## src/core/wsil_pkg.sv

```systemverilog
// wsil_pkg: constants and carrier types for the wake/status/interrupt block.
// assumes a 100 MHz digital clock and a host on the 4-wire serial link.
//
// Notes on behaviour
// - interrupt on key flag change, or wake/aux flag becoming set.
// - status read clears wake flag, supply-low flag, aux flag, interrupt.
// - key flag reads inverted key pin level.
// - wake flag marks wake-pin rise; while set, force supply and clock enables.
// - supply-low sets when supply drops; clears after recovery plus status read.
// - aux pin rise with voltage margin sets aux flag; interrupt only on 0-to-1.
// - wake pin rise sets wake flag after a delay; interrupt only on 0-to-1.
// - in OFF, key held low long enough wakes: reset low, supplies on.
// - after key wake and settle, set that key flag and interrupt.
// - clock output after supply valid and settle; host reset high when settled.
// - key event restarts debounce; at 8195 periods update flags, interrupt, stop.
// - same key again stops counter; other key restarts it.
// - while debounce runs, force supply and clock enables high.
// - status read or interrupt-clear command clears the interrupt.
// - in OFF, wake pin held high long enough wakes, then sets wake flag.
// - wake pin going low never enters OFF.
// - in OFF, aux above lower threshold wakes; above upper enters AUX, sets flag.
// - serial traffic in bytes, MSB first, command byte then data bytes.
// - during command byte, shift out buffer byte count.
// - serial logic held in reset while chip select low.
// - buffer read streams successive bytes.
// - command type in top three bits, address in low five.
// - interrupt-clear command drives interrupt pin low.
package wsil_pkg;
    localparam logic [4:0] WSIL_ADDR_EVENT_STATUS = 5'h08;
    localparam int WSIL_BIT_KEY0 = 0;
    localparam int WSIL_BIT_WAKE = 5;
    localparam int WSIL_BIT_LOWSUP = 6;
    localparam int WSIL_BIT_AUX = 7;
    localparam logic [7:0] WSIL_STATUS_RESET = 8'h00;
    localparam logic [2:0] WSIL_CMD_RD_BUF = 3'h0;
    localparam logic [2:0] WSIL_CMD_WR_BUF = 3'h1;
    localparam logic [2:0] WSIL_CMD_RD_REG = 3'h2;
    localparam logic [2:0] WSIL_CMD_WR_REG = 3'h3;
    localparam logic [2:0] WSIL_CMD_OFF = 3'h4;
    localparam logic [2:0] WSIL_CMD_CLR_IRQ = 3'h5;
    localparam int WSIL_DEBOUNCE_PERIODS = 8195;
    localparam int WSIL_CLK_NS = 10;
    localparam int WSIL_DCLK_NS = 10;
    localparam int WSIL_DEBOUNCE_CYC = WSIL_DEBOUNCE_PERIODS * WSIL_DCLK_NS / WSIL_CLK_NS;
    localparam int WSIL_KEY_WAKE_NS = 1000;
    localparam int WSIL_KEY_WAKE_CYC = (WSIL_KEY_WAKE_NS + WSIL_CLK_NS - 1) / WSIL_CLK_NS;
    localparam int WSIL_WAKE_MIN_NS = 1000;
    localparam int WSIL_WAKE_MIN_CYC = (WSIL_WAKE_MIN_NS + WSIL_CLK_NS - 1) / WSIL_CLK_NS;
    localparam int WSIL_WAKE_DELAY_NS = 200;
    localparam int WSIL_WAKE_DELAY_CYC = (WSIL_WAKE_DELAY_NS + WSIL_CLK_NS - 1) / WSIL_CLK_NS;
    localparam int WSIL_SETTLE_NS = 2000;
    localparam int WSIL_SETTLE_CYC = (WSIL_SETTLE_NS + WSIL_CLK_NS - 1) / WSIL_CLK_NS;

    typedef enum logic [1:0] {WSIL_OFF, WSIL_WAKING, WSIL_ACTIVE, WSIL_AUX} wsil_mode_t;
    typedef enum logic [1:0] {WSIL_SP_CMD, WSIL_SP_DATA, WSIL_SP_IGNORE} wsil_sp_t;

    // analog comparator results, all asynchronous to mclk
    typedef struct packed {
        logic supply_low;
        logic supply_ok;
        logic aux_low_thr;
        logic aux_high_thr;
        logic aux_margin;
        logic dsupply_ok;
        logic osc_settled;
    } wsil_analog_t;

    typedef struct packed {
        logic ext_supply_enable;
        logic clock_out_enable;
        logic host_reset_n;
        logic supplies_on;
    } wsil_power_t;
endpackage

```

## src/core/wsil_top.sv

```systemverilog
// wsil_top: status register, key debounce, wake/aux/supply-low flags, interrupt and serial front end.
// assumes the host serial clock is slow (80 ns) against mclk and all pins are asynchronous.
`timescale 1ns/1ps
module wsil_top #(
    parameter int KEYS = 5,
    parameter int DEBOUNCE_CYC = wsil_pkg::WSIL_DEBOUNCE_CYC
) (
    input wire logic mclk,
    input wire logic rstn,
    input wire logic [KEYS-1:0] key_input_pin,
    input wire logic wake_request_pin,
    input wire logic aux_supply_pin,
    input wire wsil_pkg::wsil_analog_t analog_in,
    input wire logic cs,
    input wire logic sck,
    input wire logic serial_data_in,
    output logic serial_data_out,
    output logic serial_data_out_oe,
    input wire logic [7:0] buf_count,
    input wire logic [7:0] buf_rd_data,
    output logic buf_rd_pulse,
    input wire logic [7:0] ctrl_rd_data,
    output logic [4:0] reg_addr,
    output logic [7:0] ctrl_wr_data,
    output logic ctrl_wr_pulse,
    output logic off_cmd_pulse,
    output logic irq,
    output wsil_pkg::wsil_power_t power_out,
    output wsil_pkg::wsil_mode_t mode
);
    import wsil_pkg::*;

    if (KEYS != 5 || DEBOUNCE_CYC < 2) begin : g_bad_params
        $error("wsil_top: unsupported parameters");
    end

    // ------------------------------------------------------------
    // input synchronisers
    // ------------------------------------------------------------
    localparam int NSYNC = KEYS + 3 + 7 + 3;
    // reset to the idle pin levels so that no false wake or serial edge follows reset
    localparam logic [NSYNC-1:0] SYNC_IDLE = {{KEYS{1'b1}}, {(NSYNC - KEYS){1'b0}}};
    logic [NSYNC-1:0] raw_in;
    logic [NSYNC-1:0] sync1_reg;
    logic [NSYNC-1:0] sync2_reg;
    assign raw_in = {key_input_pin, wake_request_pin, aux_supply_pin, 1'b0, analog_in,
                     cs, sck, serial_data_in};
    always_ff @(posedge mclk or negedge rstn) begin
        if (!rstn) begin
            sync1_reg <= SYNC_IDLE;
            sync2_reg <= SYNC_IDLE;
        end else begin
            sync1_reg <= raw_in;
            sync2_reg <= sync1_reg;
        end
    end
    logic [KEYS-1:0] key_s;
    logic wake_s;
    logic aux_s;
    wsil_analog_t an_s;
    logic cs_s;
    logic sck_s;
    logic sdi_s;
    assign key_s = sync2_reg[NSYNC-1 -: KEYS];
    assign wake_s = sync2_reg[12];
    assign aux_s = sync2_reg[11];
    assign an_s = sync2_reg[9:3];
    assign cs_s = sync2_reg[2];
    assign sck_s = sync2_reg[1];
    assign sdi_s = sync2_reg[0];

    // ------------------------------------------------------------
    // serial front end
    // ------------------------------------------------------------
    logic sck_d_reg;
    wsil_sp_t sp_reg, sp_next;
    logic [2:0] bit_reg, bit_next;
    logic [7:0] sh_in_reg, sh_in_next;
    logic [7:0] sh_out_reg, sh_out_next;
    logic [7:0] cmd_reg, cmd_next;
    logic [4:0] addr_reg, addr_next;
    logic sdo_reg, sdo_next;
    logic sdo_oe_reg, sdo_oe_next;
    logic buf_rd_reg, buf_rd_next;
    logic wr_reg, wr_next;
    logic [7:0] wr_data_reg, wr_data_next;
    logic off_reg, off_next;
    logic status_read;
    logic clr_cmd;
    logic [7:0] status_reg;
    logic sck_rise;
    logic sck_fall;
    assign sck_rise = sck_s & ~sck_d_reg;
    assign sck_fall = ~sck_s & sck_d_reg;

    always_comb begin
        sp_next = sp_reg;
        bit_next = bit_reg;
        sh_in_next = sh_in_reg;
        sh_out_next = sh_out_reg;
        cmd_next = cmd_reg;
        addr_next = addr_reg;
        sdo_next = sdo_reg;
        sdo_oe_next = cs_s;
        buf_rd_next = 1'b0;
        wr_next = 1'b0;
        wr_data_next = wr_data_reg;
        off_next = 1'b0;
        status_read = 1'b0;
        clr_cmd = 1'b0;
        if (!cs_s) begin
            // held idle while deselected
            sp_next = WSIL_SP_CMD;
            bit_next = 3'h0;
            sh_out_next = {buf_count[6:0], 1'b0}; // msb already on the pin
            sdo_next = buf_count[7];
        end else begin
            if (sck_rise) begin
                sh_in_next = {sh_in_reg[6:0], sdi_s}; // msb first
                bit_next = bit_reg + 3'h1;
                if (bit_reg == 3'h7) begin
                    unique case (sp_reg)
                        WSIL_SP_CMD: begin
                            cmd_next = {sh_in_reg[6:0], sdi_s};
                            addr_next = sh_in_next[4:0];
                            unique case (sh_in_next[7:5])
                                WSIL_CMD_RD_BUF: begin
                                    sp_next = WSIL_SP_DATA;
                                    sh_out_next = buf_rd_data;
                                    buf_rd_next = 1'b1;
                                end
                                WSIL_CMD_RD_REG: begin
                                    sp_next = WSIL_SP_DATA;
                                    sh_out_next = (sh_in_next[4:0] == WSIL_ADDR_EVENT_STATUS) ?
                                                  status_reg : ctrl_rd_data;
                                    status_read = (sh_in_next[4:0] == WSIL_ADDR_EVENT_STATUS);
                                end
                                WSIL_CMD_WR_BUF, WSIL_CMD_WR_REG: begin
                                    sp_next = WSIL_SP_DATA;
                                    sh_out_next = sh_in_next; // echo
                                end
                                WSIL_CMD_OFF: begin
                                    off_next = 1'b1;
                                    sp_next = WSIL_SP_IGNORE;
                                end
                                WSIL_CMD_CLR_IRQ: begin
                                    clr_cmd = 1'b1;
                                    sp_next = WSIL_SP_IGNORE;
                                end
                                default: sp_next = WSIL_SP_IGNORE;
                            endcase
                        end
                        WSIL_SP_DATA: begin
                            unique case (cmd_reg[7:5])
                                WSIL_CMD_RD_BUF: begin
                                    sh_out_next = buf_rd_data; // next byte in sequence
                                    buf_rd_next = 1'b1;
                                end
                                WSIL_CMD_RD_REG: begin
                                    addr_next = addr_reg + 5'h01;
                                    sh_out_next = ctrl_rd_data;
                                end
                                WSIL_CMD_WR_REG: begin
                                    wr_next = 1'b1;
                                    wr_data_next = sh_in_next;
                                    addr_next = addr_reg + 5'h01;
                                    sh_out_next = sh_in_next;
                                end
                                default: sh_out_next = sh_in_next;
                            endcase
                        end
                        default: sp_next = WSIL_SP_IGNORE;
                    endcase
                end
            end
            if (sck_fall) begin
                sdo_next = sh_out_reg[7];
                sh_out_next = {sh_out_reg[6:0], 1'b0};
            end
        end
    end

    always_ff @(posedge mclk or negedge rstn) begin
        if (!rstn) begin
            sck_d_reg <= 1'b0;
            sp_reg <= WSIL_SP_CMD;
            bit_reg <= 3'h0;
            sh_in_reg <= 8'h00;
            sh_out_reg <= 8'h00;
            cmd_reg <= 8'h00;
            addr_reg <= 5'h00;
            sdo_reg <= 1'b0;
            sdo_oe_reg <= 1'b0;
            buf_rd_reg <= 1'b0;
            wr_reg <= 1'b0;
            wr_data_reg <= 8'h00;
            off_reg <= 1'b0;
        end else begin
            sck_d_reg <= sck_s;
            sp_reg <= sp_next;
            bit_reg <= bit_next;
            sh_in_reg <= sh_in_next;
            sh_out_reg <= sh_out_next;
            cmd_reg <= cmd_next;
            addr_reg <= addr_next;
            sdo_reg <= sdo_next;
            sdo_oe_reg <= sdo_oe_next;
            buf_rd_reg <= buf_rd_next;
            wr_reg <= wr_next;
            wr_data_reg <= wr_data_next;
            off_reg <= off_next;
        end
    end

    // ------------------------------------------------------------
    // power modes, key debounce, flags, interrupt
    // ------------------------------------------------------------
    localparam int CW = $clog2(DEBOUNCE_CYC + 1);
    wsil_mode_t mode_reg, mode_next;
    logic [KEYS-1:0] key_d_reg;
    logic [KEYS-1:0] flags_reg, flags_next;
    logic wake_flag_reg, wake_flag_next;
    logic low_flag_reg, low_flag_next;
    logic aux_flag_reg, aux_flag_next;
    logic irq_reg, irq_next;
    logic wake_d_reg;
    logic aux_d_reg;
    logic run_reg, run_next;
    logic [CW-1:0] cnt_reg, cnt_next;
    logic [2:0] key_idx_reg, key_idx_next;
    logic [15:0] hold_reg, hold_next;
    logic [15:0] tmr_reg, tmr_next;
    logic wake_pend_reg, wake_pend_next;
    logic [KEYS-1:0] key_ev;
    logic [2:0] ev_idx;
    logic ready;
    assign key_ev = key_s ^ key_d_reg;
    assign ready = an_s.dsupply_ok & an_s.osc_settled;
    always_comb begin
        ev_idx = 3'h0;
        for (int i = KEYS - 1; i >= 0; i--) begin
            if (key_ev[i]) ev_idx = 3'(i);
        end
    end
    assign status_reg = {aux_flag_reg, low_flag_reg, wake_flag_reg, flags_reg};

    always_comb begin
        mode_next = mode_reg;
        flags_next = flags_reg;
        wake_flag_next = wake_flag_reg;
        low_flag_next = low_flag_reg;
        aux_flag_next = aux_flag_reg;
        irq_next = irq_reg;
        run_next = run_reg;
        cnt_next = cnt_reg;
        key_idx_next = key_idx_reg;
        hold_next = hold_reg;
        tmr_next = tmr_reg;
        wake_pend_next = wake_pend_reg;
        // clears first so that a same-cycle event below wins
        if (status_read) begin
            wake_flag_next = 1'b0;
            aux_flag_next = 1'b0;
            irq_next = 1'b0;
            if (!an_s.supply_low) low_flag_next = 1'b0;
        end
        if (clr_cmd) irq_next = 1'b0;
        if (an_s.supply_low && mode_reg != WSIL_OFF) low_flag_next = 1'b1;
        unique case (mode_reg)
            WSIL_OFF: begin
                // qualify hold time of a low key or high wake pin
                if (~&key_s || wake_s) hold_next = hold_reg + 16'h0001;
                else hold_next = 16'h0000;
                if (an_s.aux_low_thr) begin
                    mode_next = WSIL_WAKING;
                end else if (~&key_s && hold_reg >= 16'(WSIL_KEY_WAKE_CYC)) begin
                    mode_next = WSIL_WAKING;
                end else if (wake_s && hold_reg >= 16'(WSIL_WAKE_MIN_CYC)) begin
                    mode_next = WSIL_WAKING;
                end
            end
            WSIL_WAKING: begin
                if (ready) begin
                    mode_next = an_s.aux_high_thr ? WSIL_AUX : WSIL_ACTIVE;
                    flags_next = ~key_s;
                    if (~&key_s) irq_next = 1'b1;
                    if (wake_s) begin
                        wake_flag_next = 1'b1;
                        irq_next = 1'b1;
                    end
                    if (an_s.aux_high_thr) begin
                        aux_flag_next = 1'b1;
                        irq_next = 1'b1;
                    end
                end
            end
            default: begin
                // off only by command; a low wake pin has no effect here
                if (off_reg && !wake_s && &key_s) mode_next = WSIL_OFF;
                if (|key_ev) begin
                    if (run_reg && key_ev[key_idx_reg]) begin
                        run_next = 1'b0;
                    end else begin
                        run_next = 1'b1;
                        cnt_next = '0;
                        key_idx_next = ev_idx;
                    end
                end else if (run_reg) begin
                    if (cnt_reg == CW'(DEBOUNCE_CYC - 1)) begin
                        run_next = 1'b0;
                        if (flags_next != ~key_s) irq_next = 1'b1;
                        flags_next = ~key_s;
                    end else begin
                        cnt_next = cnt_reg + CW'(1);
                    end
                end
                if (wake_s && !wake_d_reg) begin
                    wake_pend_next = 1'b1;
                    tmr_next = 16'h0000;
                end else if (wake_pend_reg) begin
                    tmr_next = tmr_reg + 16'h0001;
                    if (tmr_reg >= 16'(WSIL_WAKE_DELAY_CYC - 1)) begin
                        wake_pend_next = 1'b0;
                        if (!wake_flag_next) irq_next = 1'b1;
                        wake_flag_next = 1'b1;
                    end
                end
                if (aux_s && !aux_d_reg && an_s.aux_margin) begin
                    if (!aux_flag_next) irq_next = 1'b1;
                    aux_flag_next = 1'b1;
                end
            end
        endcase
    end

    always_ff @(posedge mclk or negedge rstn) begin
        if (!rstn) begin
            mode_reg <= WSIL_OFF;
            key_d_reg <= '1;
            flags_reg <= WSIL_STATUS_RESET[KEYS-1:0];
            wake_flag_reg <= 1'b0;
            low_flag_reg <= 1'b0;
            aux_flag_reg <= 1'b0;
            irq_reg <= 1'b0;
            wake_d_reg <= 1'b1;
            aux_d_reg <= 1'b1;
            run_reg <= 1'b0;
            cnt_reg <= '0;
            key_idx_reg <= 3'h0;
            hold_reg <= 16'h0000;
            tmr_reg <= 16'h0000;
            wake_pend_reg <= 1'b0;
        end else begin
            mode_reg <= mode_next;
            key_d_reg <= key_s;
            flags_reg <= flags_next;
            wake_flag_reg <= wake_flag_next;
            low_flag_reg <= low_flag_next;
            aux_flag_reg <= aux_flag_next;
            irq_reg <= irq_next; // level until acknowledged
            wake_d_reg <= wake_s;
            aux_d_reg <= aux_s;
            run_reg <= run_next;
            cnt_reg <= cnt_next;
            key_idx_reg <= key_idx_next;
            hold_reg <= hold_next;
            tmr_reg <= tmr_next;
            wake_pend_reg <= wake_pend_next;
        end
    end

    // ------------------------------------------------------------
    // supply, clock output and host reset sequencing
    // ------------------------------------------------------------
    wsil_power_t pwr_reg, pwr_next;
    logic [15:0] settle_reg, settle_next;
    always_comb begin
        pwr_next = '0;
        settle_next = 16'h0000;
        if (mode_reg != WSIL_OFF) begin
            pwr_next.supplies_on = 1'b1;
            pwr_next.ext_supply_enable = 1'b1;
            settle_next = settle_reg;
            if (an_s.supply_ok && an_s.osc_settled && settle_reg < 16'(WSIL_SETTLE_CYC))
                settle_next = settle_reg + 16'h0001;
            // clock after supply valid and start-up time, or while the wake flag or the debounce forces it
            pwr_next.clock_out_enable = an_s.supply_ok && settle_reg >= 16'(WSIL_SETTLE_CYC);
            pwr_next.host_reset_n = an_s.supply_ok && an_s.osc_settled && mode_reg != WSIL_WAKING;
            if (wake_flag_reg || run_reg) begin
                pwr_next.ext_supply_enable = 1'b1;
                pwr_next.clock_out_enable = 1'b1;
            end
        end
    end
    always_ff @(posedge mclk or negedge rstn) begin
        if (!rstn) begin
            pwr_reg <= '0;
            settle_reg <= 16'h0000;
        end else begin
            pwr_reg <= pwr_next;
            settle_reg <= settle_next;
        end
    end

    assign serial_data_out = sdo_reg;
    assign serial_data_out_oe = sdo_oe_reg;
    assign buf_rd_pulse = buf_rd_reg;
    assign reg_addr = addr_reg;
    assign ctrl_wr_data = wr_data_reg;
    assign ctrl_wr_pulse = wr_reg;
    assign off_cmd_pulse = off_reg;
    assign irq = irq_reg;
    assign power_out = pwr_reg;
    assign mode = mode_reg;
endmodule // wsil_top

```

## config.mk

```make
export PLATFORM = sky130hd
export DESIGN_NAME = wsil_top
export DESIGN_NICKNAME = d
export VERILOG_FILES = /design/src/core/wsil_pkg.sv /design/src/core/wsil_top.sv
export SDC_FILE = /design/constraint.sdc
export NUM_CORES = 1
export LEC_CHECK = 0
export BUFFER_PORTS_ARGS = -buffer_cell sky130_fd_sc_hd__buf_2
export CORE_MARGIN = 4
export CORE_UTILIZATION = 50
export CTS_CLUSTER_DIAMETER = 200
export DETAILED_ROUTE_END_ITERATION = 10
export GPL_TIMING_DRIVEN = 1
export PLACE_DENSITY = 0.69
export REMOVE_ABC_BUFFERS = 1
export SLEW_MARGIN = 10
export SYNTH_ARGS = -nofsm -noshare
export SYNTH_HDL_FRONTEND = slang
export SYNTH_SLANG_ARGS = --single-unit
```

## constraint.sdc

```tcl
create_clock -name mclk -period 6.3 [get_ports mclk]
set_clock_uncertainty 0.1 [all_clocks]
set_input_delay 0.315 -clock mclk [delete_from_list [all_inputs] [get_ports mclk]]
set_output_delay 0.315 -clock mclk [all_outputs]
set_load 0.005 [all_outputs]
```

Word-level counts from Yosys, hierarchy flattened
Cells that the tools add are included.
{ "word_totals": {"word_cells": 249, "ram_bits": 0, "out_inout_bits": 25, "rom_bits": 0, "latch_bits": 0, "input_bits": 43, "reg_bits": 170, "mem_count": 0} }
{ "op_classes": {"n_div": 0, "mux": 114, "n_mul": 0, "n_lt_le_gt_ge": 5, "n_addsub": 6, "n_shift": 0, "n_eq_ne": 30, "bitwise_logic": 10, "reduce_logical": 49} }
{ "ops": {"columns": ["cell", "count"], "rows": [
  ["$mux 16", 5],
  ["$mux 1", 66],
  ["$mux 14", 4],
  ["$add 16x1->16 const B", 3],
  ["$mux 8", 5],
  ["$pmux 8 s2", 2],
  ["$mux 5", 5],
  ["$pmux 8 s3", 1],
  ["$mux 3", 7],
  ["$pmux 5 s2", 2],
  ["$reduce_and 5->1", 4],
  ["$mux 2", 9],
  ["$ge 16x5->1 const B", 1],
  ["$ge 16x7->1 const B", 1],
  ["$ge 16x8->1 const B", 1],
  ["$lt 16x8->1 const B", 1],
  ["$add 14x1->14 const B", 1],
  ["$eq 14x14->1 const B", 1],
  ["$ne 2x1->1 const B", 7],
  ["$reduce_bool 2->1", 7],
  ["$logic_and 1x1->1", 13],
  ["$eq 3x2->1 const B", 4],
  ["$reduce_and 4->1", 3],
  ["$ne 2x2->1 const B", 5],
  ["30 further kinds", 56]
]} }

Longest topological paths before layout
Gate-level depths: netlist of run 1.
{ "depth": {"word_depth": 19, "mapped_depth": 8, "ltp_nobuf": 7} }

Worst setup path after synthesis of run 1
No wires, ideal clock.
{ "synth_timing": {"path_type": "register to register", "startpoint": "register sh_in_reg[0]", "endpoint": "register sh_out_reg[7]", "path_slack_ps": 4184, "arrival_ps": 1885, "required_ps": 6068, "setup_ps": 132, "stages_incl_launch_ff": 6, "path_cell_list": "dfrtp_1 -> or4b_1 -> nor2_4 -> mux2_2 -> a221oi_1 -> o21ai_0"} }
{ "synth_via": {"elab_chain_cells": 8} }
{ "synth_lines": {"columns": ["element", "line", "text"], "rows": [
  ["start: declaration", "wsil_top.sv:78", "logic [7:0] sh_in_reg, sh_in_next;"],
  ["start signal: assignment", "wsil_top.sv:202", "sh_in_reg <= sh_in_next;"],
  ["$eq 5x4->1", "wsil_top.sv:134", "sh_out_next = (sh_in_next[4:0] == WSIL_ADDR_EVENT_STATUS) ?"],
  ["$mux 8", "wsil_top.sv:134", null],
  ["$pmux 8 s3", "wsil_top.sv:126", "unique case (sh_in_next[7:5])"],
  ["$pmux 8 s2", "wsil_top.sv:122", "unique case (sp_reg)"],
  ["$mux 8", "wsil_top.sv:121", "if (bit_reg == 3'h7) begin"],
  ["$mux 8", "wsil_top.sv:118", "if (sck_rise) begin"],
  ["$mux 8", "wsil_top.sv:176", "if (sck_fall) begin"],
  ["$mux 8", "wsil_top.sv:111", "if (!cs_s) begin"],
  ["end signal: assignment", "wsil_top.sv:203", "sh_out_reg <= sh_out_next;"],
  ["end: declaration", "wsil_top.sv:79", "logic [7:0] sh_out_reg, sh_out_next;"]
]} }
No other way between the ends. The select of a mux whose other input is x is not followed.
A chain may end at the register's enable or synchronous reset.

Worst setup path in the final report of run 1
{ "layout_timing": {"startpoint": "register sync2_reg[13]", "endpoint": "register cnt_reg[6]"} }
{ "layout_via": {"elab_chain_cells": 6, "word_cells_on_any_way": 10, "classes_between": "2 x eq/ne; 3 x mux; 1 x bitwise; 4 x reduce/logical"} }
{ "layout_lines": {"columns": ["element", "line", "text"], "rows": [
  ["start: declaration", "wsil_top.sv:45", "logic [NSYNC-1:0] sync2_reg;"],
  ["start signal: assignment", "wsil_top.sv:54", "sync2_reg <= sync1_reg;"],
  ["$xor 5x5->5 (*)", "wsil_top.sv:237", "assign key_ev = key_s ^ key_d_reg;"],
  ["$bmux 1 s3", "wsil_top.sv:301", "if (run_reg && key_ev[key_idx_reg]) begin"],
  ["$mux 1 (not written as such)", "wsil_top.sv:301", null],
  ["$logic_and 1x1->1", "wsil_top.sv:301", null],
  ["$ne 2x2->1 (no line)", null, null],
  ["$reduce_and 4->1 (no line)", null, null],
  ["end signal: assignment", "wsil_top.sv:364", "cnt_reg <= cnt_next;"],
  ["end: declaration", "wsil_top.sv:229", "logic [CW-1:0] cnt_reg, cnt_next;"]
]} }
Mark *: on every way between the ends. The rest lies on a longest branch, timed or not. The select of a mux whose other input is x is not followed.

==> out/metrics.csv, run 1 <==
stage;metric;value;unit
sta;endpoints failing hold;0;
placed_design;port buffer count;67;
floorplan;die extent in y;132;um
hold_path;worst hold path class;in -> reg;
outcome;outcome;finished, final reports clean;
finish;ratio of cells with drive above 1 in the final layout;18.9;%
routing;TritonRoute pass-1 iters;5;
finish;area grow syn2layout;16.1;%
finish;area of the multi-input gates;0.00329;mm2
floorplan;I/O pin count;68;
global_route;overall routing resource usage;20.4;%
synthesis;top_reg_cell synth;dfrtp_1;
placed_design;pre-CTS WS;3.74;ns
clock_network;Post-CTS Setup Inserts;0;
floorplan;Die Wd;132;um
critical_path;Setup crit start kind;flop;
synthesis;largest cells by area after synthesis;dfrtp_1 (48%), dfstp_2 (5.8%), o21ai_0 (3.5%);
sta;RSZ-0062 raised after global routing;no;
pwr;VDD IR max;0.000239;V
critical_path;Buf/Inv on CP;0;
synthesis;top-area cell type share of the netlist area;48.1;%
clock_network;post-CTS sizing;0;
finish;NumNets Final;861;
synthesis;post-synthesis cell count;732;
clock_network;H-tree depth;4;
synthesis;mapped cell area;0.00765;mm2
placed_design;RePlAce Congestion;0.881;
global_route;initial antenna violation count;0;
global_route;largest net degree at the start of global routing;94;
sta;worst-margin pin slew;1.11;ns
finish;filler cell count;1211;
job;maxcap violations;0;
synthesis;Avg Inst Size Synth;10.4;um2
routing;wire per inst;16.8;um
floorplan;Initial Utilization;51.8;%
critical_path;Crit path max-delay family;simple AND/OR/NAND/NOR gates;
routing;1st-iter DRT viols;459;
sta;Final setup viols;0;
pwr;PD cells;326;mW/mm2
global_route;GR Overflow Total;0;
clock_network;Root Driver;clkbuf_16;
floorplan;die area;0.0173;mm2
global_route;first-pass GRT wire length;28.9;mm
sta;Period minus WS final;2.62;ns
critical_path;cell chain of the critical path;xnor2_1, nand4_1, or3_1, or4_1, nand3_1;
finish;register area;0.00413;mm2
routing;vias post-DR;5816;
global_route;vias in the first global route;5757;
synthesis;sequential fraction of the synthesis area;53.9;%
critical_path;Crit path required time;6.56;ns
placed_design;HPWL after detailed placement;11.6;mm
floorplan;FP Rows;44;
routing;Residual DRC;0;
critical_path;CP arrival;2.88;ns
synthesis;synth unique cells;71;
sta;Final Cycle Share;41.5;%
sta;Setup TNS Final;0;ns
routing;Post-Route WL;16.8;mm
clock_network;clk_lat worst skew;0.43;ns
clock_network;clk sinks;164;
critical_path;CP max stage cell;dfstp_2;
synthesis;area leader, netlist;dfrtp_1;
clock_network;CTS tree;yes;
synthesis;Post-synth EDFFs;0;
floorplan;Core Area;0.0148;mm2
critical_path;crit end category;flop;
routing;Routed Antenna Nets;0;
synthesis;Synth Register Bits;164;
sta;Fmax;382;MHz
sta;slew margin rel.;25.7;%
clock_network;hold buffers post-CTS;19;
synthesis;Ys Warns;0;
sta;PnR worst setup slack;3.68;ns
finish;n_diodes;0;
synthesis;ys async rst share;100;%
sta;final max-slew violation count;0;
finish;commonest cells after routing, fill and taps aside;dfrtp_1 (147), buf_2 (66), nand2_1 (60);
critical_path;critical-path maximum fanout;12;
critical_path;slowest stage delay, CP;0.59;ns
pwr;leakage;3.89;nW
routing;vias per std cell;5.79;
clock_network;clk slew on worst S/H paths;0.07;ns
finish;commonest non-fill, non-tap cell in the layout;dfrtp_1;
clock_network;CTS buffer count;17;
critical_path;critical path class;reg -> reg;
clock_network;Clock Path Buffers;2;
[worst min-delay path, cell delays in order]
cell and delay (ns):
buf_2 0.07, a21oi_1 0.05, o21ai_0 0.07
[power by group]
group	total, W	internal (W)	leakage [nW]	switching, W
sequential	0.00137	0.00118	2.08	0.000191
clock	0.00102	0.000570	0.287	0.000446
combinational	0.000513	0.000221	1.52	0.000291
total	0.00290	0.00197	3.89	0.000929
[cell families after synthesis]
family	Yosys count	synth area share (%)
AOI/OAI and AO/OA	159	13.4
muxes	36	5.19
buffers and inverters	57	3.01
and+or+nand+nor	271	18.7
xor gates and xnor gates	35	4.11
DFF	164	53.9
adders and majority gates	10	1.64
[area by class of cell]
class                           instances  area share, %
Multi-Input combinational cell        511           37.1
Clock inverter                         13           1.58
Timing Repair Buffer                   89           6.24
Inverter                               25           1.06
Sequential cell                       164           46.5
Clock buffer                           19           4.99
Tap cell                              184           2.59
[per-layer routing]
metal  wire [um]  share of wire [%]  track usage, %  vias up
met1        7760                 46            28.4     2810
met3         842                5.0            4.17       29
met5           0                  0               0        -
li1            -                  -               -     2794
met4         370                2.2            7.58        0
met2        7870                 47            31.7      183
[worst paths after layout]
kind | from | end | slack (ns) | depth (start not counted)
max | sync2_reg[13] | cnt_reg[6] | 3.68 | 5
min | buf_count[6] | sh_out_reg[7] | 0.03 | 3
max reg2reg | sync2_reg[13] | cnt_reg[6] | 3.68 | 5
min reg2reg | sync1_reg[7] | sync2_reg[7] | 0.25 | 0
max in group asynchronous | rstn | reg_addr[0] | 4.34 | 3
min in group asynchronous | rstn | settle_reg[0] | 0.40 | 2
[synth_stat cells, types with 5 or more instances]
cell	number
and3_1	13
nor3_1	27
nand4_1	17
a31oi_1	9
a21oi_1	30
o21ai_0	54
dfstp_2	17
ha_1	10
clkbuf_1	26
nor2_1	49
dfrtp_1	147
nand2_1	60
o211ai_1	5
xnor2_1	20
nor2b_1	6
nor3b_1	5
xor2_1	14
inv_1	25
or3_1	15
mux2i_1	16
o21ai_2	9
nand3_1	25
nor4_1	11
and2_1	10
o31ai_1	6
nand2b_1	10
mux2_2	19
[through the flow]
stage               power [W]  instances  instance area [um2]  utilization, %  hold WS [ns]
CTS                   0.00293       1005                 8880            60.2        0.0125
detailed placement    0.00189        954                 8110            54.9         0.236
global route          0.00305       1005                 8880            60.2        0.0341
finish                0.00290       1005                 8880            60.2        0.0301
global placement      0.00186        954                 8110            54.9         0.236
floorplan             0.00167        700                 7510               -       -0.0806
(Power assumes the default switching activity.)
==> run 2, diff against run 1 <==
--- a/config.mk
+++ b/config.mk
@@ -5,13 +5,14 @@
 export SDC_FILE = /design/constraint.sdc
 export NUM_CORES = 1
 export LEC_CHECK = 0
+export ABC_AREA = 1
 export BUFFER_PORTS_ARGS = -buffer_cell sky130_fd_sc_hd__buf_2
 export CORE_MARGIN = 4
 export CORE_UTILIZATION = 50
 export CTS_CLUSTER_DIAMETER = 200
 export DETAILED_ROUTE_END_ITERATION = 10
 export GPL_TIMING_DRIVEN = 1
-export PLACE_DENSITY = 0.69
+export PLACE_DENSITY = 0.68
 export REMOVE_ABC_BUFFERS = 1
 export SLEW_MARGIN = 10
 export SYNTH_ARGS = -nofsm -noshare
==> constraint.sdc (replaced) <==
create_clock -name mclk -period 2.63 [get_ports mclk]
set_clock_uncertainty 0.1 [all_clocks]
set_input_delay 0.1315 -clock mclk [delete_from_list [all_inputs] [get_ports mclk]]
set_output_delay 0.1315 -clock mclk [all_outputs]
set_load 0.005 [all_outputs]
==> run 2 against run 1 <==
  * Critical path depth increased by 5
  * Non-clock buffer count increased by 21
  * Sequential cell count unchanged
  * Final cell count increased by 39%
  * Setup slack got worse by 3.4 ns
  * Design area increased by 11%
  * Power increased by 140%
  * Largest cell class unchanged
==> out/metrics.csv, run 2 <==
stage;metric;value;unit;change
floorplan;I/O pin count;68;;unchanged
finish;NumNets Final;1212;;+41%
pwr;leakage;4.78;nW;+23%
clock_network;post-CTS sizing;0;;unchanged
routing;Post-Route WL;19.6;mm;+17%
synthesis;mapped cell area;0.00836;mm2;+9.3%
global_route;first-pass GRT wire length;33.5;mm;+16%
sta;Period minus WS final;2.38;ns;-0.237 ns
pwr;Comb power frac;20.7;%;+3.0 points
clock_network;CTS buffer count;17;;unchanged
outcome;outcome;finished, final reports clean;;
job;maxcap violations;0;;unchanged
pwr;VDD IR max;0.000594;V;+150%
pwr;Flop pwr share;43.6;%;-3.6 points
sta;Fmax;420;MHz;+9.9%
synthesis;top_reg_cell synth;dfrtp_1;;
critical_path;FF-to-FF path depth;10;;+5
synthesis;post-synthesis cell count;1051;;+44%
clock_network;H-tree depth;4;;unchanged
floorplan;die area;0.0189;mm2;+8.8%
pwr;PD cells;708;mW/mm2;+120%
global_route;initial antenna violation count;0;;unchanged
clock_network;Post-CTS Setup Inserts;0;;unchanged
placed_design;RePlAce Congestion;0.885;;+0.39%
pwr;Psw;0.00225;W;+140%
clock_network;hold buffers post-CTS;31;;+12
placed_design;HPWL after detailed placement;14.1;mm;+22%
sta;endpoints failing hold;0;;unchanged
synthesis;Synth Register Bits;164;;unchanged
routing;TritonRoute pass-1 iters;5;;unchanged
clock_network;CTS tree;yes;;
critical_path;Crit path required time;2.84;ns;-3.72 ns
sta;Final setup viols;0;;unchanged
floorplan;Core Area;0.0165;mm2;+12%
critical_path;critical path class;reg -> reg;;
synthesis;sequential fraction of the synthesis area;49.3;%;-4.6 points
synthesis;largest cells by area after synthesis;dfrtp_1 (44%), nand2_1 (11%), inv_1 (5.9%);;
finish;ratio of cells with drive above 1 in the final layout;14.7;%;-4.2 points
synthesis;Post-synth EDFFs;0;;unchanged
sta;slew margin rel.;53.2;%;+28 points
sta;Final Cycle Share;90.5;%;+49 points
synthesis;Compound-Gate Fraction of Synth Area;9.02;%;-4.4 points
finish;commonest non-fill, non-tap cell in the layout;nand2_1;;
synthesis;Ys Warns;0;;unchanged
sta;worst-margin pin slew;0.702;ns;-0.411 ns
pwr;Pint;0.00474;W;+140%
synthesis;commonest cells in the netlist;nand2_1 (254), dfrtp_1 (147), inv_1 (132), nor2_1 (127), nand3_1 (72);;
global_route;overall routing resource usage;22.3;%;+1.9 points
sta;Setup TNS Final;0;ns;unchanged
placed_design;port buffer count;67;;unchanged
pwr;clock group share of total power;35.7;%;+0.6 points
synthesis;area share of fa/ha/maj cells after synthesis;1.50;%;-0.14 points
critical_path;Setup crit start kind;flop;;
critical_path;crit end category;flop;;
synthesis;fraction of synthesized area in multiplexers;0.135;%;-5.1 points
routing;Routed Antenna Nets;0;;unchanged
synthesis;Avg Inst Size Synth;7.95;um2;-24%
critical_path;CP arrival;2.59;ns;-0.29 ns
global_route;vias in the first global route;6941;;+21%
synthesis;ys async rst share;100;%;unchanged
hold_path;hold path depth;7;;+4
clock_network;Clock Path Buffers;2;;unchanged
hold_path;worst hold path class;in -> reg;;
global_route;GR Overflow Total;0;;unchanged
synthesis;area leader, netlist;dfrtp_1;;
clock_network;Root Driver;clkbuf_16;;
synthesis;count leader, synth;nand2_1;;
finish;area grow syn2layout;18.1;%;
synthesis;largest family of logic cells by synthesized area;simple AND/OR/NAND/NOR gates;;
synthesis;synth unique cells;48;;-32%
floorplan;Initial Utilization;50.8;%;-1.1 points
clock_network;clk sinks;164;;unchanged
synthesis;Synth Area in Simple Gates;30.2;%;+12 points
routing;wire per inst;14.1;um;-16%
sta;final max-slew violation count;0;;unchanged
routing;Residual DRC;0;;unchanged
critical_path;critical-path maximum fanout;12;;unchanged
pwr;Tot Pwr;0.00699;W;+140%
sta;hold slack;0.0210;ns;-0.00913 ns
finish;commonest cells after routing, fill and taps aside;nand2_1 (254), dfrtp_1 (147), inv_1 (132);;
floorplan;FP Rows;47;;+6.8%
floorplan;die extent in y;137;um;+4.3%
synthesis;xor/xnor share of the synthesized area;1.89;%;-2.2 points
routing;vias per std cell;5.22;;-9.8%
routing;vias post-DR;7265;;+25%
pwr;sw frac;32.2;%;+0.17 points
routing;1st-iter DRT viols;533;;+16%
finish;filler cell count;1531;;+26%
synthesis;top-area cell type share of the netlist area;44.0;%;-4.1 points
clock_network;clk slew on worst S/H paths;0.07;ns;about the same
clock_network;clk_lat worst skew;0.43;ns;about the same
floorplan;Die Wd;137;um;+4.3%
sta;RSZ-0062 raised after global routing;no;;
global_route;largest net degree at the start of global routing;75;;-20%
finish;n_diodes;0;;unchanged
## run 2: through the flow
| stage | setup WS [ns] | area (um2) | instances | util (%) |
|---|---|---|---|---|
| final | 0.251 | 9870 | 1392 | 59.9 |
| after global routing | 0.00854 | 9870 | 1392 | 59.9 |
| after CTS | 0.271 | 9870 | 1392 | 59.9 |
| after floorplan | 0.432 | 8240 | 1030 | - |
| after global placement | 0.623 | 8960 | 1329 | 54.4 |
| after detailed placement | 0.549 | 8960 | 1329 | 54.4 |
## run 2: final timing paths
kind	slack, ns	endpoint	start
worst max-delay path	0.25	sh_out_reg[6]	sh_in_reg[2]
worst min-delay path	0.02	sh_out_reg[3]	buf_rd_data[3]
worst max register to register	0.25	sh_out_reg[6]	sh_in_reg[2]
worst min register to register	0.25	sync2_reg[5]	sync1_reg[5]
max in group asynchronous	1.40	key_d_reg[3]	rstn
min in group asynchronous	0.17	reg_addr[2]	rstn
## run 2: cell families after synthesis
| logic type | after synthesis |
|---|---|
| AND/OR/NAND/NOR | 560 |
| buffers and inverters | 164 |
| flip-flops | 164 |
| AO/OA/AOI/OAI | 134 |
| XOR/XNOR | 18 |
| adder cells (fa/ha/maj) | 10 |
| multiplexers | 1 |
## run 2: area by class of cell
type	count	area [um2]	area share (%)
clock inverter	11	126	1.28
timing repair buffer	110	754	7.64
tap	220	275	2.79
clock buffer	21	470	4.77
inverter	143	542	5.49
multi-input combinational	723	3580	36.2
sequential	164	4130	41.8
## run 2: worst max-delay path: stages, from the launching register on
cell	delay [ns]
dfrtp_1	0.41
inv_1	0.10
nor2_1	0.09
nand3_1	0.31
nand2_1	0.14
o21ai_0	0.09
o21ai_0	0.22
nand3_1	0.12
nand2_1	0.08
nand2_1	0.04
dlygate4sd3_1	0.55
## run 2: power groups by stage
stage / Sequential, W / Clock, W / Combinational [W]
2_1_floorplan: 0.00305 / 0 / 0.000903
3_3_place_gp: 0.00308 / 0 / 0.00137
3_5_place_dp: 0.00308 / 0 / 0.00139
4_1_cts: 0.00304 / 0.00254 / 0.00146
5_1_grt: 0.00308 / 0.00267 / 0.00165
6_report: 0.00305 / 0.00249 / 0.00145
## run 2: routing by layer
layer  share of wire, %  wire, um  vias up  track usage [%]
met1                 46      9060     3442             31.0
met2                 48      9470      175             36.3
met5                  0         0        -                0
met4                1.1       218        0             5.43
li1                   -         -     3628                -
met3                4.5       883       20             4.27
==> run 3, diff against run 2 <==
--- a/config.mk
+++ b/config.mk
@@ -7,12 +7,14 @@
 export LEC_CHECK = 0
 export ABC_AREA = 1
 export BUFFER_PORTS_ARGS = -buffer_cell sky130_fd_sc_hd__buf_2
+export CELL_PAD_IN_SITES_DETAIL_PLACEMENT = 0
+export CELL_PAD_IN_SITES_GLOBAL_PLACEMENT = 2
 export CORE_MARGIN = 4
-export CORE_UTILIZATION = 50
+export CORE_UTILIZATION = 36
 export CTS_CLUSTER_DIAMETER = 200
 export DETAILED_ROUTE_END_ITERATION = 10
 export GPL_TIMING_DRIVEN = 1
-export PLACE_DENSITY = 0.68
+export PLACE_DENSITY_LB_ADDON = 0.1
 export REMOVE_ABC_BUFFERS = 1
 export SLEW_MARGIN = 10
 export SYNTH_ARGS = -nofsm -noshare
==> run 3 against run 2 <==
  * First-iteration DRC count down 6.2%
  * Non-clock buffer count down 1
  * Count of clock-buffer cells in the layout decreased by 4
  * Register-to-register slack hardly changed
  * Via count decreased by 4.5%
  * Fmax increased by 0.49%
  * Combinational power grew 3%
  * Core utilization decreased by 16 points
  * Power is 3.0% higher
==> out/metrics.csv, run 3 (synthesized netlist as in run 2, its figures left out) <==
stage;metric;value;unit;change
outcome;outcome;finished, final reports clean;;
sta;Final setup viols;0;;unchanged
clock_network;Post-CTS Setup Inserts;0;;unchanged
routing;TritonRoute pass-1 iters;5;;unchanged
finish;NumNets Final;1211;;-0.083%
placed_design;HPWL after detailed placement;15.6;mm;+11%
floorplan;die extent in y;160;um;+17%
finish;filler cell count;2329;;+52%
pwr;VDD IR max;0.000399;V;-33%
placed_design;RePlAce Congestion;0.826;;-6.7%
finish;n_diodes;0;;unchanged
routing;Residual DRC;0;;unchanged
floorplan;Core Area;0.0227;mm2;+38%
sta;Fmax;422;MHz;+0.49%
global_route;initial antenna violation count;0;;unchanged
clock_network;clk sinks;164;;unchanged
floorplan;Die Wd;160;um;+17%
critical_path;critical path class;reg -> reg;;
clock_network;CTS buffer count;17;;unchanged
routing;Post-Route WL;21.5;mm;+9.7%
critical_path;CP arrival;2.63;ns;+0.04 ns
sta;endpoints failing hold;0;;unchanged
routing;Routed Antenna Nets;0;;unchanged
clock_network;Root Driver;clkbuf_16;;
routing;vias post-DR;6939;;-4.5%
finish;area grow syn2layout;19.6;%;
clock_network;clk slew on worst S/H paths;0.08;ns;about the same
routing;vias per std cell;4.77;;-8.7%
global_route;GR Overflow Total;0;;unchanged
floorplan;FP Rows;55;;+17%
floorplan;I/O pin count;68;;unchanged
routing;1st-iter DRT viols;500;;-6.2%
routing;wire per inst;14.8;um;+4.9%
global_route;overall routing resource usage;17.3;%;-5.0 points
sta;slew margin rel.;54.9;%;+1.6 points
finish;commonest non-fill, non-tap cell in the layout;nand2_1;;
critical_path;critical-path maximum fanout;18;;+6
clock_network;H-tree depth;4;;unchanged
floorplan;Initial Utilization;36.8;%;-14 points
floorplan;die area;0.0257;mm2;+36%
sta;worst-margin pin slew;0.677;ns;-0.0246 ns
sta;Final Cycle Share;90.0;%;-0.44 points
sta;Setup TNS Final;0;ns;unchanged
finish;commonest cells after routing, fill and taps aside;nand2_1 (254), dfrtp_1 (147), inv_1 (132);;
critical_path;crit end category;flop;;
placed_design;port buffer count;67;;unchanged
finish;ratio of cells with drive above 1 in the final layout;14.8;%;+0.098 points
clock_network;CTS tree;yes;;
job;maxcap violations;0;;unchanged
pwr;leakage;4.80;nW;+0.49%
global_route;largest net degree at the start of global routing;67;;-11%
global_route;vias in the first global route;6912;;-0.42%
pwr;Tot Pwr;0.00719;W;+3.0%
sta;Period minus WS final;2.37;ns;-0.0116 ns
critical_path;Setup crit start kind;flop;;
clock_network;Clock Path Buffers;2;;unchanged
critical_path;Crit path required time;2.89;ns;+0.05 ns
clock_network;clk_lat worst skew;0.43;ns;about the same
sta;RSZ-0062 raised after global routing;no;;
pwr;PD cells;720;mW/mm2;+1.7%
global_route;first-pass GRT wire length;36.5;mm;+8.9%
hold_path;worst hold path class;in -> reg;;
sta;final max-slew violation count;0;;unchanged
==> run 3: cell type report <==
cell class | instances | area, um2 | share of cell area (%)
clock buffer | 17 | 425 | 4.26
clock inverter | 15 | 209 | 2.09
inverter | 143 | 542 | 5.42
multi-input combinational | 723 | 3580 | 35.8
sequential | 164 | 4130 | 41.3
tap | 285 | 357 | 3.57
timing repair buffer | 109 | 759 | 7.60
==> run 3: metal layers <==
layer | wire, um | global-route usage (%) | up-vias
li1 | - | - | 3627
met1 | 11500 | 26.3 | 3207
met2 | 9240 | 26.0 | 96
met3 | 653 | 2.75 | 9
met4 | 149 | 3.64 | 0
met5 | 0 | 0 | -
==> run 3: power by group <==
part	internal [W]	switching, W	total [W]
clock network	0.00147	0.00119	0.00266
logic	0.000470	0.00102	0.00149
registers	0.00280	0.000251	0.00305
==> run 3: metrics by stage <==
stage | cells | area, um2 | utilization (%) | setup slack, ns | hold slack [ns]
floorplan | 1030 | 8240 | - | 0.432 | -0.264
global placement | 1393 | 9050 | 39.9 | 0.514 | 0.0980
detailed placement | 1393 | 9050 | 39.9 | 0.473 | 0.102
CTS | 1456 | 9990 | 44.0 | 0.196 | 0.000846
global route | 1456 | 10000 | 44.0 | 0.0882 | 0.0301
finish | 1456 | 10000 | 44.0 | 0.263 | 0.0221
==> run 3: timing repair <==
action / in CTS / in global routing
gates resized for setup: 0 / 1
setup endpoints to repair: 0 / 1
hold buffers: 31 / 0
endpoints found under the hold margin: 80 / 0
==> run 3: worst paths after layout <==
kind | depth (start not counted) | slack, ns | endpoint | from
max | 8 | 0.26 | sh_out_reg[7] | sp_reg[1]
max in group asynchronous | 3 | 1.51 | settle_reg[13] | rstn
min | 7 | 0.02 | sh_out_reg[3] | buf_rd_data[3]
min reg2reg | 0 | 0.24 | sync2_reg[12] | sync1_reg[12]
max reg2reg | 8 | 0.26 | sh_out_reg[7] | sp_reg[1]
min in group asynchronous | 2 | 0.17 | reg_addr[1] | rstn
==> run 3: worst max-delay path, stage by stage (launching register included) <==
cell           delay (ns)
dfrtp_1              0.43
nor2_4               0.45
nand2_1              0.21
o21ai_2              0.21
nand2_1              0.09
nand3_1              0.08
nor2_1               0.05
o21bai_1             0.13
dlygate4sd3_1        0.56
